File: config.mk
export PLATFORM = sky130hd
export DESIGN_NAME = rpp_top
export DESIGN_NICKNAME = d
export VERILOG_FILES = /design/src/rtl/rpp_pkg.sv /design/src/rtl/rpp_top.sv
export VERILOG_INCLUDE_DIRS = /design/src /design/src/rtl
export SDC_FILE = /design/constraint.sdc
export NUM_CORES = 2
export LEC_CHECK = 0
export ABC_AREA = 0
export BUFFER_PORTS_ARGS = -buffer_cell sky130_fd_sc_hd__clkbuf_2
export CORE_UTILIZATION = 49
export DETAILED_ROUTE_END_ITERATION = 6
export PLACE_DENSITY = 0.69
export SLEW_MARGIN = 15
export SYNTH_ARGS = -nofsm -noshare
export SYNTH_HDL_FRONTEND = slang
export SYNTH_SLANG_ARGS = --single-unit
File: constraint.sdc
create_clock -name clock -period 16.85 [get_ports clock]
set_input_delay 3.37 -clock clock [delete_from_list [all_inputs] [get_ports clock]]
set_output_delay 3.37 -clock clock [all_outputs]
set_load 0.02 [all_outputs]
File: src/rtl/rpp_map.svh
// register offsets, field positions, reset values and timing counts
`ifndef RPP_MAP_SVH
`define RPP_MAP_SVH
// ****************************************************************
// global registers
// ****************************************************************
`define RPP_SH_MAX 8'h00
`define RPP_SH_BASE 8'h04
`define RPP_SH_TRAP 8'h08
`define RPP_SH_SCRV 8'h0c
`define RPP_CNT_OP 8'h10
`define RPP_FRQ_OP 8'h14
`define RPP_CTRL 8'h18
`define RPP_STAT 8'h1c
// ****************************************************************
// per-axis block: base 0x40, stride 0x20, word index in addr[4:2]
// ****************************************************************
`define RPP_AX_FIRST 3'h2
`define RPP_AX_POS 3'h0
`define RPP_AX_MAX 3'h1
`define RPP_AX_BASE 3'h2
`define RPP_AX_ACC 3'h3
`define RPP_AX_DEC 3'h4
`define RPP_AX_CTL 3'h5
// ****************************************************************
// field positions
// ****************************************************************
`define RPP_CTRL_EN 0
`define RPP_CTRL_WIDE 4
`define RPP_AXC_SCRV 0
`define RPP_AXC_SEP 1
`define RPP_AXC_STOP 2
`define RPP_STAT_DONE 8
// ****************************************************************
// reset values and ranges
// ****************************************************************
`define RPP_RST_MAX 32'd200000
`define RPP_RST_BASE 16'd500
`define RPP_RST_RAMP 16'd100
`define RPP_F_MIN 32'd10
`define RPP_F_MAX_N 32'd32767
`define RPP_F_MAX_W 32'd200000
`define RPP_RAMP_MIN 32'd10
`define RPP_RAMP_MAX 32'd5000
// ****************************************************************
// timing
// ****************************************************************
`define RPP_CLK_NS 40
`define RPP_MS_NS 1000000
`define RPP_S_NS 1000000000
`endif

File: src/rtl/rpp_pkg.sv
// types shared by the relative pulse positioner
package rpp_pkg;
    // register bus request from software
    typedef struct packed {
        logic [7:0] addr;
        logic [31:0] wdata;
        logic wr;
        logic rd;
    } rpp_bus_t;
    // move engine states, gray along idle-accel-run-decel
    typedef enum logic [1:0] {
        RPP_IDLE = 2'b00,
        RPP_ACCEL = 2'b01,
        RPP_RUN = 2'b11,
        RPP_DECEL = 2'b10
    } rpp_state_t;
    // per-axis parameter set
    typedef struct packed {
        logic [31:0] max_spd;
        logic [15:0] base_spd;
        logic [15:0] acc_ms;
        logic [15:0] dec_ms;
        logic [2:0] ctl;
    } rpp_axis_t;
endpackage

File: src/rtl/rpp_top.sv
// relative move pulse train generator for five output axes
// ****************************************************************
// Summary of operation
// narrow form takes the pulse count as a signed 16-bit value
// wide form takes the pulse count as a full signed 32-bit value
// a negative count means reverse travel; magnitude is pulse number
// the count is an offset from the axis position, not a target
// position counts up on forward pulses and down on reverse ones
// narrow form frequency is held to 10 through 32767 Hz
// wide form frequency is held to 10 through 200000 Hz
// five output ports, the chosen port selects axis registers
// direction output is high forward and low reverse
// operands are latched at start; later writes wait for next move
// enable dropping mid-move ramps the frequency down to a stop
// a move ended by enable dropping leaves the done flag alone
// once enable drops during a move, enable no longer steers it
// per-axis busy is set while pulsing and clears itself at the end
// per-axis s-curve bit picks the profile, trapezoid when clear
// s-curve mode recomputes each pulse period from the ramp
// ramp times are held to 10 through 5000 ms
// trapezoid and s-curve ramp times are kept apart
// separate bit off uses the shared max, base and ramp registers
// separate bit on uses that axis's own parameter registers
// axis registers reset to 200000 Hz, 500 Hz, 100 ms and 100 ms
// the axis stop bit halts pulse output on that axis
// pulse period comes from the clock and ramp frequency, 50 % duty
// a zero count finishes at once with no pulse and no move
// ****************************************************************
//
// The plain strobed port and the register addresses were left to the implementer.
`include "rpp_map.svh"
module rpp_top #(
    parameter int NAX = 5,
    parameter int CLK_HZ = `RPP_S_NS / `RPP_CLK_NS,
    parameter int CYC_PER_MS = `RPP_MS_NS / `RPP_CLK_NS
) (
    // clock and reset
    input wire logic clock,
    input wire logic rst,
    // register port
    input wire rpp_pkg::rpp_bus_t bus,
    output logic [31:0] rdata,
    // drive side
    output logic [NAX-1:0] pulse_out,
    output logic [NAX-1:0] dir_out,
    output logic [NAX-1:0] busy
);
    import rpp_pkg::*;

    // ************************************************************
    // helpers
    // ************************************************************
    // clamp a value into an inclusive range
    function automatic logic [31:0] clamp(input logic [31:0] v,
                                          input logic [31:0] lo,
                                          input logic [31:0] hi);
        clamp = (v < lo) ? lo : ((v > hi) ? hi : v);
    endfunction

    // ************************************************************
    // register file
    // ************************************************************
    logic [31:0] sh_max_q;
    logic [15:0] sh_base_q;
    logic [15:0] sh_trap_q;
    logic [15:0] sh_scrv_q;
    logic [31:0] cnt_op_q;
    logic [31:0] frq_op_q;
    logic [4:0] ctrl_q;
    logic done_q;
    rpp_axis_t ax_q [NAX];
    logic [31:0] pos_q [NAX];
    logic [31:0] rdata_q;

    // address decode
    wire logic [2:0] ax_blk = bus.addr[7:5] - `RPP_AX_FIRST;
    wire logic [2:0] ax_sub = bus.addr[4:2];
    wire logic ax_hit = (bus.addr[7:5] >= `RPP_AX_FIRST) &&
                        (int'(ax_blk) < NAX) && (bus.addr[1:0] == 2'h0);
    wire logic wr_g = bus.wr && (bus.addr[7:5] == 3'h0);

    // read selection
    logic [31:0] rd_ax;
    logic [31:0] rd_gl;
    always_comb begin
        rd_ax = 32'h0;
        if (ax_hit) begin
            case (ax_sub)
                `RPP_AX_POS: rd_ax = pos_q[ax_blk];
                `RPP_AX_MAX: rd_ax = ax_q[ax_blk].max_spd;
                `RPP_AX_BASE: rd_ax = {16'h0, ax_q[ax_blk].base_spd};
                `RPP_AX_ACC: rd_ax = {16'h0, ax_q[ax_blk].acc_ms};
                `RPP_AX_DEC: rd_ax = {16'h0, ax_q[ax_blk].dec_ms};
                `RPP_AX_CTL: rd_ax = {29'h0, ax_q[ax_blk].ctl};
                default: rd_ax = 32'h0;
            endcase
        end
    end
    always_comb begin
        case (bus.addr)
            `RPP_SH_MAX: rd_gl = sh_max_q;
            `RPP_SH_BASE: rd_gl = {16'h0, sh_base_q};
            `RPP_SH_TRAP: rd_gl = {16'h0, sh_trap_q};
            `RPP_SH_SCRV: rd_gl = {16'h0, sh_scrv_q};
            `RPP_CNT_OP: rd_gl = cnt_op_q;
            `RPP_FRQ_OP: rd_gl = frq_op_q;
            `RPP_CTRL: rd_gl = {27'h0, ctrl_q};
            `RPP_STAT: rd_gl = {23'h0, done_q, 3'h0, busy};
            default: rd_gl = rd_ax;
        endcase
    end

    // read data one cycle after the strobe, zero otherwise
    always_ff @(posedge clock) begin
        if (rst) rdata_q <= 32'h0;
        else rdata_q <= bus.rd ? rd_gl : 32'h0;
    end
    assign rdata = rdata_q;

    // shared registers and operands, written at any time
    always_ff @(posedge clock) begin
        if (rst) begin
            sh_max_q <= `RPP_RST_MAX;
            sh_base_q <= `RPP_RST_BASE;
            sh_trap_q <= `RPP_RST_RAMP;
            sh_scrv_q <= `RPP_RST_RAMP;
            cnt_op_q <= 32'h0;
            frq_op_q <= 32'h0;
            ctrl_q <= 5'h0;
        end else if (wr_g) begin
            case (bus.addr)
                `RPP_SH_MAX: sh_max_q <= bus.wdata;
                `RPP_SH_BASE: sh_base_q <= bus.wdata[15:0];
                `RPP_SH_TRAP: sh_trap_q <= bus.wdata[15:0];
                `RPP_SH_SCRV: sh_scrv_q <= bus.wdata[15:0];
                `RPP_CNT_OP: cnt_op_q <= bus.wdata;
                `RPP_FRQ_OP: frq_op_q <= bus.wdata;
                `RPP_CTRL: ctrl_q <= bus.wdata[4:0];
                default: ;
            endcase
        end
    end

    // per-axis parameters, reset to the documented defaults
    always_ff @(posedge clock) begin
        for (int i = 0; i < NAX; i++) begin
            if (rst) begin
                ax_q[i].max_spd <= `RPP_RST_MAX;
                ax_q[i].base_spd <= `RPP_RST_BASE;
                ax_q[i].acc_ms <= `RPP_RST_RAMP;
                ax_q[i].dec_ms <= `RPP_RST_RAMP;
                ax_q[i].ctl <= 3'h0;
            end else if (bus.wr && ax_hit && int'(ax_blk) == i) begin
                case (ax_sub)
                    `RPP_AX_MAX: ax_q[i].max_spd <= bus.wdata;
                    `RPP_AX_BASE: ax_q[i].base_spd <= bus.wdata[15:0];
                    `RPP_AX_ACC: ax_q[i].acc_ms <= bus.wdata[15:0];
                    `RPP_AX_DEC: ax_q[i].dec_ms <= bus.wdata[15:0];
                    `RPP_AX_CTL: ax_q[i].ctl <= bus.wdata[2:0];
                    default: ;
                endcase
            end
        end
    end

    // ************************************************************
    // move start and operand latch
    // ************************************************************
    rpp_state_t st_q;
    logic en_prev_q;
    logic detach_q;
    logic [2:0] axis_q;
    logic neg_q;
    logic scrv_q;
    logic [31:0] rem_q;
    logic [31:0] acc_pul_q;
    logic [17:0] f_q;
    logic [17:0] f_use_q;
    logic [17:0] tgt_q;
    logic [17:0] base_q;
    logic [31:0] acc_den_q;
    logic [31:0] dec_den_q;
    logic [31:0] err_q;
    logic [25:0] ph_acc_q;
    logic ph_q;

    wire logic en = ctrl_q[`RPP_CTRL_EN];
    wire logic en_rise = en && !en_prev_q;
    wire logic [2:0] port = ctrl_q[3:1];
    wire logic wide = ctrl_q[`RPP_CTRL_WIDE];
    wire logic [31:0] cnt_s = wide ? cnt_op_q
                            : {{16{cnt_op_q[15]}}, cnt_op_q[15:0]};
    wire logic cnt_neg = cnt_s[31];
    wire logic [31:0] cnt_mag = cnt_neg ? (32'h0 - cnt_s) : cnt_s;
    wire logic [31:0] frq_in = wide ? frq_op_q
                             : {16'h0, frq_op_q[15:0]};
    wire logic [31:0] frq_c = clamp(frq_in, `RPP_F_MIN,
                              wide ? `RPP_F_MAX_W : `RPP_F_MAX_N);
    wire logic port_ok = int'(port) < NAX;
    wire logic start = en_rise && (st_q == RPP_IDLE) && port_ok;

    // parameter source for the selected axis
    wire rpp_axis_t sel_ax = ax_q[port];
    wire logic sep = sel_ax.ctl[`RPP_AXC_SEP];
    wire logic sel_scrv = sel_ax.ctl[`RPP_AXC_SCRV];
    wire logic [31:0] p_max = sep ? sel_ax.max_spd : sh_max_q;
    wire logic [31:0] p_base = sep ? {16'h0, sel_ax.base_spd}
                                   : {16'h0, sh_base_q};
    wire logic [15:0] sh_ramp = sel_scrv ? sh_scrv_q : sh_trap_q;
    wire logic [31:0] p_acc = clamp({16'h0, sep ? sel_ax.acc_ms : sh_ramp},
                                    `RPP_RAMP_MIN, `RPP_RAMP_MAX);
    wire logic [31:0] p_dec = clamp({16'h0, sep ? sel_ax.dec_ms : sh_ramp},
                                    `RPP_RAMP_MIN, `RPP_RAMP_MAX);
    wire logic [31:0] tgt_c = clamp(frq_c, `RPP_F_MIN,
                                    clamp(p_max, `RPP_F_MIN, `RPP_F_MAX_W));
    wire logic [31:0] base_c = (p_base > tgt_c) ? tgt_c
                             : clamp(p_base, `RPP_F_MIN, tgt_c);

    // ************************************************************
    // ramp and pulse engine
    // ************************************************************
    wire logic [31:0] ramp_diff = {14'h0, tgt_q - base_q};
    wire logic [31:0] den = (st_q == RPP_DECEL) ? dec_den_q : acc_den_q;
    wire logic [31:0] err_n = err_q + ramp_diff;
    wire logic ramp_step = err_n >= den;
    wire logic [17:0] f_run = scrv_q ? f_use_q : f_q;
    wire logic [25:0] ph_sum = ph_acc_q + {7'h0, f_run, 1'b0};
    wire logic toggle = (st_q != RPP_IDLE) && (ph_sum >= 26'(CLK_HZ));
    wire logic rise = toggle && !ph_q;
    wire logic fall = toggle && ph_q;
    wire logic stop_req = ax_q[axis_q].ctl[`RPP_AXC_STOP];
    wire logic [31:0] rem_n = rise ? rem_q - 32'h1 : rem_q;
    wire logic need_dec = rem_n <= acc_pul_q;
    wire logic end_cnt = fall && (rem_q == 32'h0);
    wire logic end_det = fall && detach_q && (f_q == base_q);
    wire logic finish = (st_q != RPP_IDLE) && (end_cnt || end_det);
    wire logic abort = (st_q != RPP_IDLE) && stop_req;
    wire logic [18:0] f_gap = {1'b0, f_q} - {1'b0, f_use_q};
    wire logic [18:0] f_half = {f_gap[18], f_gap[18:1]};

    // next state of the move sequencer
    rpp_state_t st_d;
    always_comb begin
        st_d = st_q;
        case (st_q)
            RPP_IDLE: if (start && cnt_mag != 32'h0) st_d = RPP_ACCEL;
            RPP_ACCEL: begin
                if (!en || need_dec) st_d = RPP_DECEL;
                else if (f_q >= tgt_q) st_d = RPP_RUN;
            end
            RPP_RUN: if (!en || need_dec) st_d = RPP_DECEL;
            RPP_DECEL: st_d = RPP_DECEL;
            default: st_d = RPP_IDLE;
        endcase
        if (finish || abort) st_d = RPP_IDLE;
    end

    // sequencer, latched operands and enable tracking
    always_ff @(posedge clock) begin
        if (rst) begin
            st_q <= RPP_IDLE;
            en_prev_q <= 1'b0;
            detach_q <= 1'b0;
            axis_q <= 3'h0;
            neg_q <= 1'b0;
            scrv_q <= 1'b0;
            tgt_q <= 18'h0;
            base_q <= 18'h0;
            acc_den_q <= 32'h0;
            dec_den_q <= 32'h0;
        end else begin
            st_q <= st_d;
            en_prev_q <= en;
            if (start) begin
                axis_q <= port;
                neg_q <= cnt_neg;
                scrv_q <= sel_scrv;
                tgt_q <= tgt_c[17:0];
                base_q <= base_c[17:0];
                acc_den_q <= 32'(p_acc * CYC_PER_MS);
                dec_den_q <= 32'(p_dec * CYC_PER_MS);
            end
            // enable loses its hold once it drops during a move
            if (st_d == RPP_IDLE) detach_q <= 1'b0;
            else if (st_q != RPP_IDLE && !en) detach_q <= 1'b1;
        end
    end

    // pulse counts and frequency ramp
    always_ff @(posedge clock) begin
        if (rst) begin
            rem_q <= 32'h0;
            acc_pul_q <= 32'h0;
            f_q <= 18'h0;
            f_use_q <= 18'h0;
            err_q <= 32'h0;
        end else if (start) begin
            rem_q <= cnt_mag;
            acc_pul_q <= 32'h0;
            f_q <= base_c[17:0];
            f_use_q <= base_c[17:0];
            err_q <= 32'h0;
        end else if (st_q != RPP_IDLE) begin
            rem_q <= rem_n;
            if (rise && st_q == RPP_ACCEL) acc_pul_q <= acc_pul_q + 32'h1;
            err_q <= ramp_step ? err_n - den : err_n;
            if (ramp_step && st_q == RPP_ACCEL && f_q < tgt_q)
                f_q <= f_q + 18'h1;
            else if (ramp_step && st_q == RPP_DECEL && f_q > base_q)
                f_q <= f_q - 18'h1;
            // s-curve period follows the ramp once per pulse
            if (rise) f_use_q <= 18'({1'b0, f_use_q} + f_half);
        end
    end

    // ************************************************************
    // outputs
    // ************************************************************
    logic [NAX-1:0] pulse_q;
    logic [NAX-1:0] dir_q;
    logic [NAX-1:0] busy_q;
    wire logic fin_ok = finish && !detach_q && !abort;

    // phase accumulator at 50 % duty and position tracking
    always_ff @(posedge clock) begin
        if (rst) begin
            ph_acc_q <= 26'h0;
            ph_q <= 1'b0;
            for (int i = 0; i < NAX; i++) pos_q[i] <= 32'h0;
        end else if (st_q == RPP_IDLE || abort) begin
            ph_acc_q <= 26'h0;
            ph_q <= 1'b0;
        end else begin
            ph_acc_q <= toggle ? ph_sum - 26'(CLK_HZ) : ph_sum;
            if (toggle) ph_q <= !ph_q;
            if (rise) pos_q[axis_q] <= neg_q ? pos_q[axis_q] - 32'h1
                                             : pos_q[axis_q] + 32'h1;
        end
    end

    // drive lines and status flags
    always_ff @(posedge clock) begin
        if (rst) begin
            pulse_q <= '0;
            dir_q <= '0;
            busy_q <= '0;
            done_q <= 1'b0;
        end else begin
            for (int i = 0; i < NAX; i++) begin
                pulse_q[i] <= (st_d != RPP_IDLE) && (int'(axis_q) == i) &&
                              (toggle ? !ph_q : ph_q);
                if (start && int'(port) == i) dir_q[i] <= !cnt_neg;
                busy_q[i] <= (st_d != RPP_IDLE) &&
                             (int'(start ? port : axis_q) == i);
            end
            // done set on a counted end or zero count; set beats clear
            if (fin_ok || (start && cnt_mag == 32'h0)) done_q <= 1'b1;
            else if (start) done_q <= 1'b0;
            else if (wr_g && bus.addr == `RPP_STAT &&
                     bus.wdata[`RPP_STAT_DONE]) done_q <= 1'b0;
        end
    end
    assign pulse_out = pulse_q;
    assign dir_out = dir_q;
    assign busy = busy_q;

    // ************************************************************
    // checks
    // ************************************************************
    logic [31:0] pos_past;
    assign pos_past = pos_q[axis_q];
    AST_DIR_REV: assert property (@(posedge clock) disable iff (rst)
        (st_q != RPP_IDLE && neg_q) |-> !dir_q[axis_q])
        else $error("direction not low on reverse move");
    AST_POS_STEP: assert property (@(posedge clock) disable iff (rst)
        (rise && !abort) |=> (pos_q[axis_q] - $past(pos_past) ==
                              ($past(neg_q) ? 32'hffffffff : 32'h1)))
        else $error("position did not step by one");
    AST_STOP: assert property (@(posedge clock) disable iff (rst)
        (st_q != RPP_IDLE && stop_req) |=> ##1 busy_q == '0)
        else $error("stop bit did not halt output");
    AST_ZERO: assert property (@(posedge clock) disable iff (rst)
        (start && cnt_mag == 32'h0) |=> (done_q && busy_q == '0) [*2])
        else $error("zero count did not finish at once");
    AST_DETACH_DONE: assert property (@(posedge clock) disable iff (rst)
        (detach_q && !start && !wr_g) |=> $stable(done_q))
        else $error("done changed after enable dropped");
    AST_DETACH_HOLD: assert property (@(posedge clock) disable iff (rst)
        (detach_q && st_d != RPP_IDLE) |=> detach_q && st_q == RPP_DECEL)
        else $error("enable steered a detached move");
    AST_FREQ: assert property (@(posedge clock) disable iff (rst)
        (st_q != RPP_IDLE) |-> (f_q >= 18'd10 && f_q <= 18'd200000))
        else $error("frequency out of range");
    AST_DECEL_DOWN: assert property (@(posedge clock) disable iff (rst)
        (st_q == RPP_DECEL && !start) |=> (f_q <= $past(f_q)))
        else $error("frequency rose while slowing");
    AST_LATCH: assert property (@(posedge clock) disable iff (rst)
        (st_q != RPP_IDLE && !rise) |=> $stable(rem_q) && $stable(neg_q))
        else $error("latched operands changed mid-move");
    AST_BUSY: assert property (@(posedge clock) disable iff (rst)
        $fell(st_q != RPP_IDLE) |-> busy_q == '0)
        else $error("busy not cleared at move end");
endmodule

Yosys cells after proc, flatten, opt, wreduce, memory -nomap -nowiden
Memories as Yosys holds them, arrays and structs flattened. A register that Yosys moved wholly into a read port is not among the register bits.
Index checks and enable logic that the tools add are counted.

storage, ports and cells
  register bits after elaboration = 459
  bits in writable memories = 575
  output and inout bits = 47
  logic and storage cells = 398
  memories kept = 2

cells by class
  $add $sub $neg = 15
  multiply operators = 2
  $lt $le $gt $ge = 21
  equality and inequality tests = 32
  mux-type cells = 170
  bitwise operators = 26
  reduce and logical (&&, ||, !) cells = 97

memories
  name   depth  bits a word  read ports  clocked after memory_dff  wr ports  RTL line       RTL
  ax_q   5      83           3           2                         5         rpp_top.sv:71  rpp_axis_t ax_q [NAX];
  pos_q  5      32           2           1                         5         rpp_top.sv:72  logic [31:0] pos_q [NAX];

operator list
  cell                                                          count
  two-way mux 32 bit                                            23
  two-way mux 16 bit                                            24
  one-hot mux 32 bit (8 select lines)                           1
  one-hot mux 32 bit (6 select lines)                           1
  two-way mux 18 bit                                            10
  logical NOT 32 bit                                            3
  less-than comparator 32 x 4 -> 1 bit (second input constant)  3
  two-way mux 1 bit                                             91
  adder 32 x 1 -> 32 bit (second input constant)                2
  == test 32 x 3 -> 1 bit (second input constant)               2
  subtractor 32 x 1 -> 32 bit (second input constant)           2
  multiplier 16 x 12 -> 28 bit (second input constant)          2
  logical AND 1 bit                                             52
  less-than comparator 16 x 4 -> 1 bit (second input constant)  3
  two-way mux 3 bit                                             13
  == test 3 bit (second input constant)                         12
  adder 32 x 18 -> 32 bit                                       1
  == test 32 x 2 -> 1 bit (second input constant)               1
  == test 8 x 5 -> 1 bit (second input constant)                4
  greater-or-equal comparator 32 bit                            1
  > comparator 16 x 13 -> 1 bit (second input constant)         2
  > comparator 16 x 32 -> 1 bit                                 1
  > comparator 32 x 18 -> 1 bit                                 1
  > comparator 32 x 18 -> 1 bit (second input constant)         1
  41 further kinds                                              107

Longest topological paths before layout
  depth in word-level cells = 14
  gate-level depth with buffers = 48
  gate-level depth less buffers = 46

Least setup slack after synthesis
No wires, ideal clock.

  path kind = register to register
  start = register tgt_q[0]
  end = register f_q[17]
  library setup time = 0.070 ns
  data arrival time = 9.019 ns
  required time = 16.780 ns
  slack = 7.761 ns
  cell stages (with the launch flop) = 48
  buffers on the path = 2
  period minus slack after synthesis = 9.089 ns
  cell sequence = dfxtp_1 inv_1 ha_1 fa_1 nor2b_1 o21ai_0 a21boi_0 o21ai_0 nand2b_1 a21o_1 a21o_1 o41ai_1 o21bai_1 a21oi_1 xnor2_1 ha_1 and2_1 nand3_1 (+12 left out) a211oi_1 nand3b_1 a21o_1 clkbuf_1 clkbuf_1 nand2_1 ha_1 a21o_1 a21oi_1 nand2b_1 a21oi_1 a41o_1 o41ai_1 o211ai_1 a31oi_1 mux2i_1 or3_1 a21oi_1

between the ends
  cells in the longest elaborated chain, start to end = 8
  elaborated cells between the ends (all ways) = 13

RTL lines
  item                                RTL line        RTL
  start: declaration                  rpp_top.sv:179  logic [17:0] tgt_q;
  start signal: assignment            rpp_top.sv:278  tgt_q <= tgt_c[17:0];
  subtractor 18 bit                   rpp_top.sv:222  wire logic [31:0] ramp_diff = {14'h0, tgt_q - base_q};
  adder 32 x 18 -> 32 bit             rpp_top.sv:224  wire logic [31:0] err_n = err_q + ramp_diff;
  greater-or-equal comparator 32 bit  rpp_top.sv:225  wire logic ramp_step = err_n >= den;
  logical AND 1 bit (2 in series)     rpp_top.sv:307  if (ramp_step && st_q == RPP_ACCEL && f_q < tgt_q)
  two-way mux 18 bit                  rpp_top.sv:307
  two-way mux 18 bit                  rpp_top.sv:303  end else if (st_q != RPP_IDLE) begin
  two-way mux 18 bit                  rpp_top.sv:297  end else if (start) begin
  end signal: assignment              rpp_top.sv:300  f_q <= base_c[17:0];
  end signal: assignment              rpp_top.sv:308  f_q <= f_q + 18'h1;
  end signal: assignment              rpp_top.sv:310  f_q <= f_q - 18'h1;
  end: declaration                    rpp_top.sv:177  logic [17:0] f_q;

Parallel ways exist; a longest one is shown, timed or not. The select of a mux whose other input is x is not followed.
A chain may end at the register's enable or synchronous reset.

Worst setup path in the final report
  start = register tgt_q[0]
  end = register f_q[14]

The elaborated chain is that of the path after synthesis.

==> results.cfg <==
[synthesis]
synth_warnings = 0
ys_seq_area_share_pct = 40.5
async_reset_ff_share_pct = 0
ys.flop_type = edfxtp_1
yosys.cell_types.count = 97
postSynthAreaPerCell_sq_um = 10.1
syn_area_sq_um = 72700
yosys_register_bits = 1133
synth_cells = 7216
synth-edff-count = 671

[clocking]
clock_latency_ns = 0.79
cts_tree = built
cts_buffers = 130
cts_sinks = 1133
clk_path_buf_depth = 3
cts_hold_buf = 0
htreeDepth = 4
clk_pin_slew_ns = 0.06
post_cts_buffers = 0
clock-root-buffer = clkbuf_16
cts-resized-gates = 0

[timing]
finalHoldViolations = 0
fin_hold_ws_ns = 0.449
slew_viol_final = 0
fin_crit_sh_pct = 63.5
slew_headroom_pct = 20.5
setup_ws_ns = 6.15
tns_ns = 0
final.setup_skew_ns = 0.0500
clock.fmax_mhz = 93.5
worstMarginPinSlew_ns = 1.19
grt_setup_unrepaired = false
finalSetupViolations = 0
post-route-min-period_ns = 10.70

[routing]
route.detailed.drc = 0
routedWlPerCell_um = 25.0
routed_wl_mm = 230
ant_nets = 0
dr.pass1.iters = 6
viasPerCell = 6.30
dr_total_vias = 58000
drt-initial-drc-count = 6421

[die]
die_y_um = 387
start_util_pct = 49.6
fp.dieW_um = 387
ios = 91
core_area_sq_um = 146000
die-area_sq_um = 150000
row_count = 140

[setup_path]
worst-path-buf-inv = 1
crit_arrival_ns = 11.39
worstRegToRegCells = 45
slowest_delay_ns = 0.87
start_kind = flop
crit_family = compound AO/OA/AOI/OAI gates
path_common_cell = a21o_1
cp_max_fo = 17
required_ns = 17.54
cp.depth = 45
critPathSlowestCell = a2111oi_0
critical_path_class = reg2reg
cp-end-kind = flop

[layout]
layout_commonest_cell = nand2_1
fillers = 12600
layout-drive-gt1-share_pct = 11.4
area_growth_pct = 9.25
finalNetCount = 7820
ff_latch_area_sq_um = 29400
multi_input_area_sq_um = 40500
most-common-layout-cells = nand2_1, edfxtp_1, nor2_1

[pwr]
ir_drop_uv = 92.5
p_leak_nw = 30.2
power-per-cell-area_nw_per_um2 = 97.1
power_mw = 7.70
power_switching_mw = 2.34
p_int_mw = 5.36
pwr-share-clk_pct = 36.8
p_sw_share_pct = 30.4
p_seq_share_pct = 39.5
comb_power_share_pct = 23.6

[global_routing]
grt_pass1_vias = 55600
gr-usage-all-layers_pct = 30.1
overflow = 0
antenna_found_initial = 12
grt_pass1_wl_mm = 345
grt_max_degree = 107

[placed_design]
gp_congestion = 0.988
dp_slack_ns = 6.50
dp_hpwl_mm = 162
numPortBuffers = 90

[min_path]
whs_path_depth = 2
hold_class = reg2reg

[flow_run]
max_cap_violations = 0

[outcome]
outcome = completed
[sequential cells by signal, indices dropped and copies added, names as in the netlist, 18 cells and up, named ones only]
name,flops
frq_op_q,32
ph_acc_q,25
cnt_op_q,32
base_q,18
err_q,32
ax_q,415
f_q,18
f_use_q,18
tgt_q,18
sh_max_q,32
acc_pul_q,32
rdata,32
dec_den_q,28
acc_den_q,28
rem_q,32
pos_q,256
[cell families after synthesis]
| logic type | after synthesis | share of synthesized area, % |
|---|---|---|
| compound gates | 1446 | 12.9 |
| xor+xnor | 311 | 3.77 |
| fa+ha+maj | 597 | 11.3 |
| buf+inv | 811 | 4.30 |
| flops | 1133 | 40.5 |
| mux | 429 | 11.0 |
| other cells | 2 | 0.0103 |
| simple gates | 2487 | 16.2 |
[cell type report]
| cell class | count | area share, % |
|---|---|---|
| Multi-Input combinational cell | 5326 | 51.0 |
| Inverter | 385 | 1.82 |
| Sequential cell | 1133 | 37.1 |
| Clock buffer | 178 | 4.61 |
| Clock inverter | 56 | 0.750 |
| Timing Repair Buffer | 203 | 1.69 |
| Antenna cell | 3 | 0.00946 |
| Tap cell | 1917 | 3.02 |
[cells in the mapped netlist (65+ instances only)]
cell type	instances	area [sq um]
inv_1	381	1430
and2_1	336	2100
a211oi_1	73	548
a21oi_1	507	2540
edfxtp_1	671	20100
o21ai_0	226	1130
nand3_1	120	601
xor2_1	109	955
a21o_1	94	706
mux4_2	292	6580
nor3_1	142	711
or3_1	72	450
nor2_1	577	2170
nand2b_1	103	644
fa_1	96	1920
ha_1	501	6270
dfxtp_1	462	9250
a221oi_1	65	569
xnor2_1	201	1760
clkbuf_1	345	1290
nand2_1	857	3220
mux2i_1	83	831
[metal layers]
metal | GRT usage (%) | wire (um) | vias up
li1 | - | - | 26200
met1 | 39.2 | 90300 | 28200
met5 | 0 | 92 | -
met4 | 13.9 | 12000 | 14
met3 | 7.89 | 24400 | 614
met2 | 47.0 | 103000 | 2963
[worst paths after layout]
| kind | startpoint | to | slack [ns] |
|---|---|---|---|
| setup reg to reg | tgt_q[0] | f_q[14] | 6.15 |
| hold reg to reg | acc_den_q[26] | acc_den_q[26] | 0.45 |
| hold / removal | acc_den_q[26] | acc_den_q[26] | 0.45 |
| setup / recovery | tgt_q[0] | f_q[14] | 6.15 |
[worst reg2reg max path, delay by kind of cell (launching register included)]
family	cells	cell delay (ns)
AOI/OAI and AO/OA	22	5.60
and+or+nand+nor	14	2.71
adders and majority gates	5	1.53
xor gates and xnor gates	3	0.42
DFF	1	0.31
buffers and inverters	1	0.08
[power by group through the flow]
stage,registers (mW),clock network (mW),logic (mW)
4_1_cts,3.04,2.86,1.80
5_1_grt,3.05,2.97,2.04
3_5_place_dp,3.10,0,1.79
6_report,3.05,2.84,1.82
2_1_floorplan,3.08,0,1.35
3_3_place_gp,3.10,0,1.76
[through the flow]
stage | std cells | instance area, sq um | utilization (%)
finish | 9201 | 79400 | 54.2
global route | 9198 | 79400 | 54.2
detailed placement | 8964 | 75100 | 51.3
global placement | 8964 | 75100 | 51.3
floorplan | 7270 | 72900 | -
CTS | 9198 | 79400 | 54.2
Power figures use the tool's default switching activity.
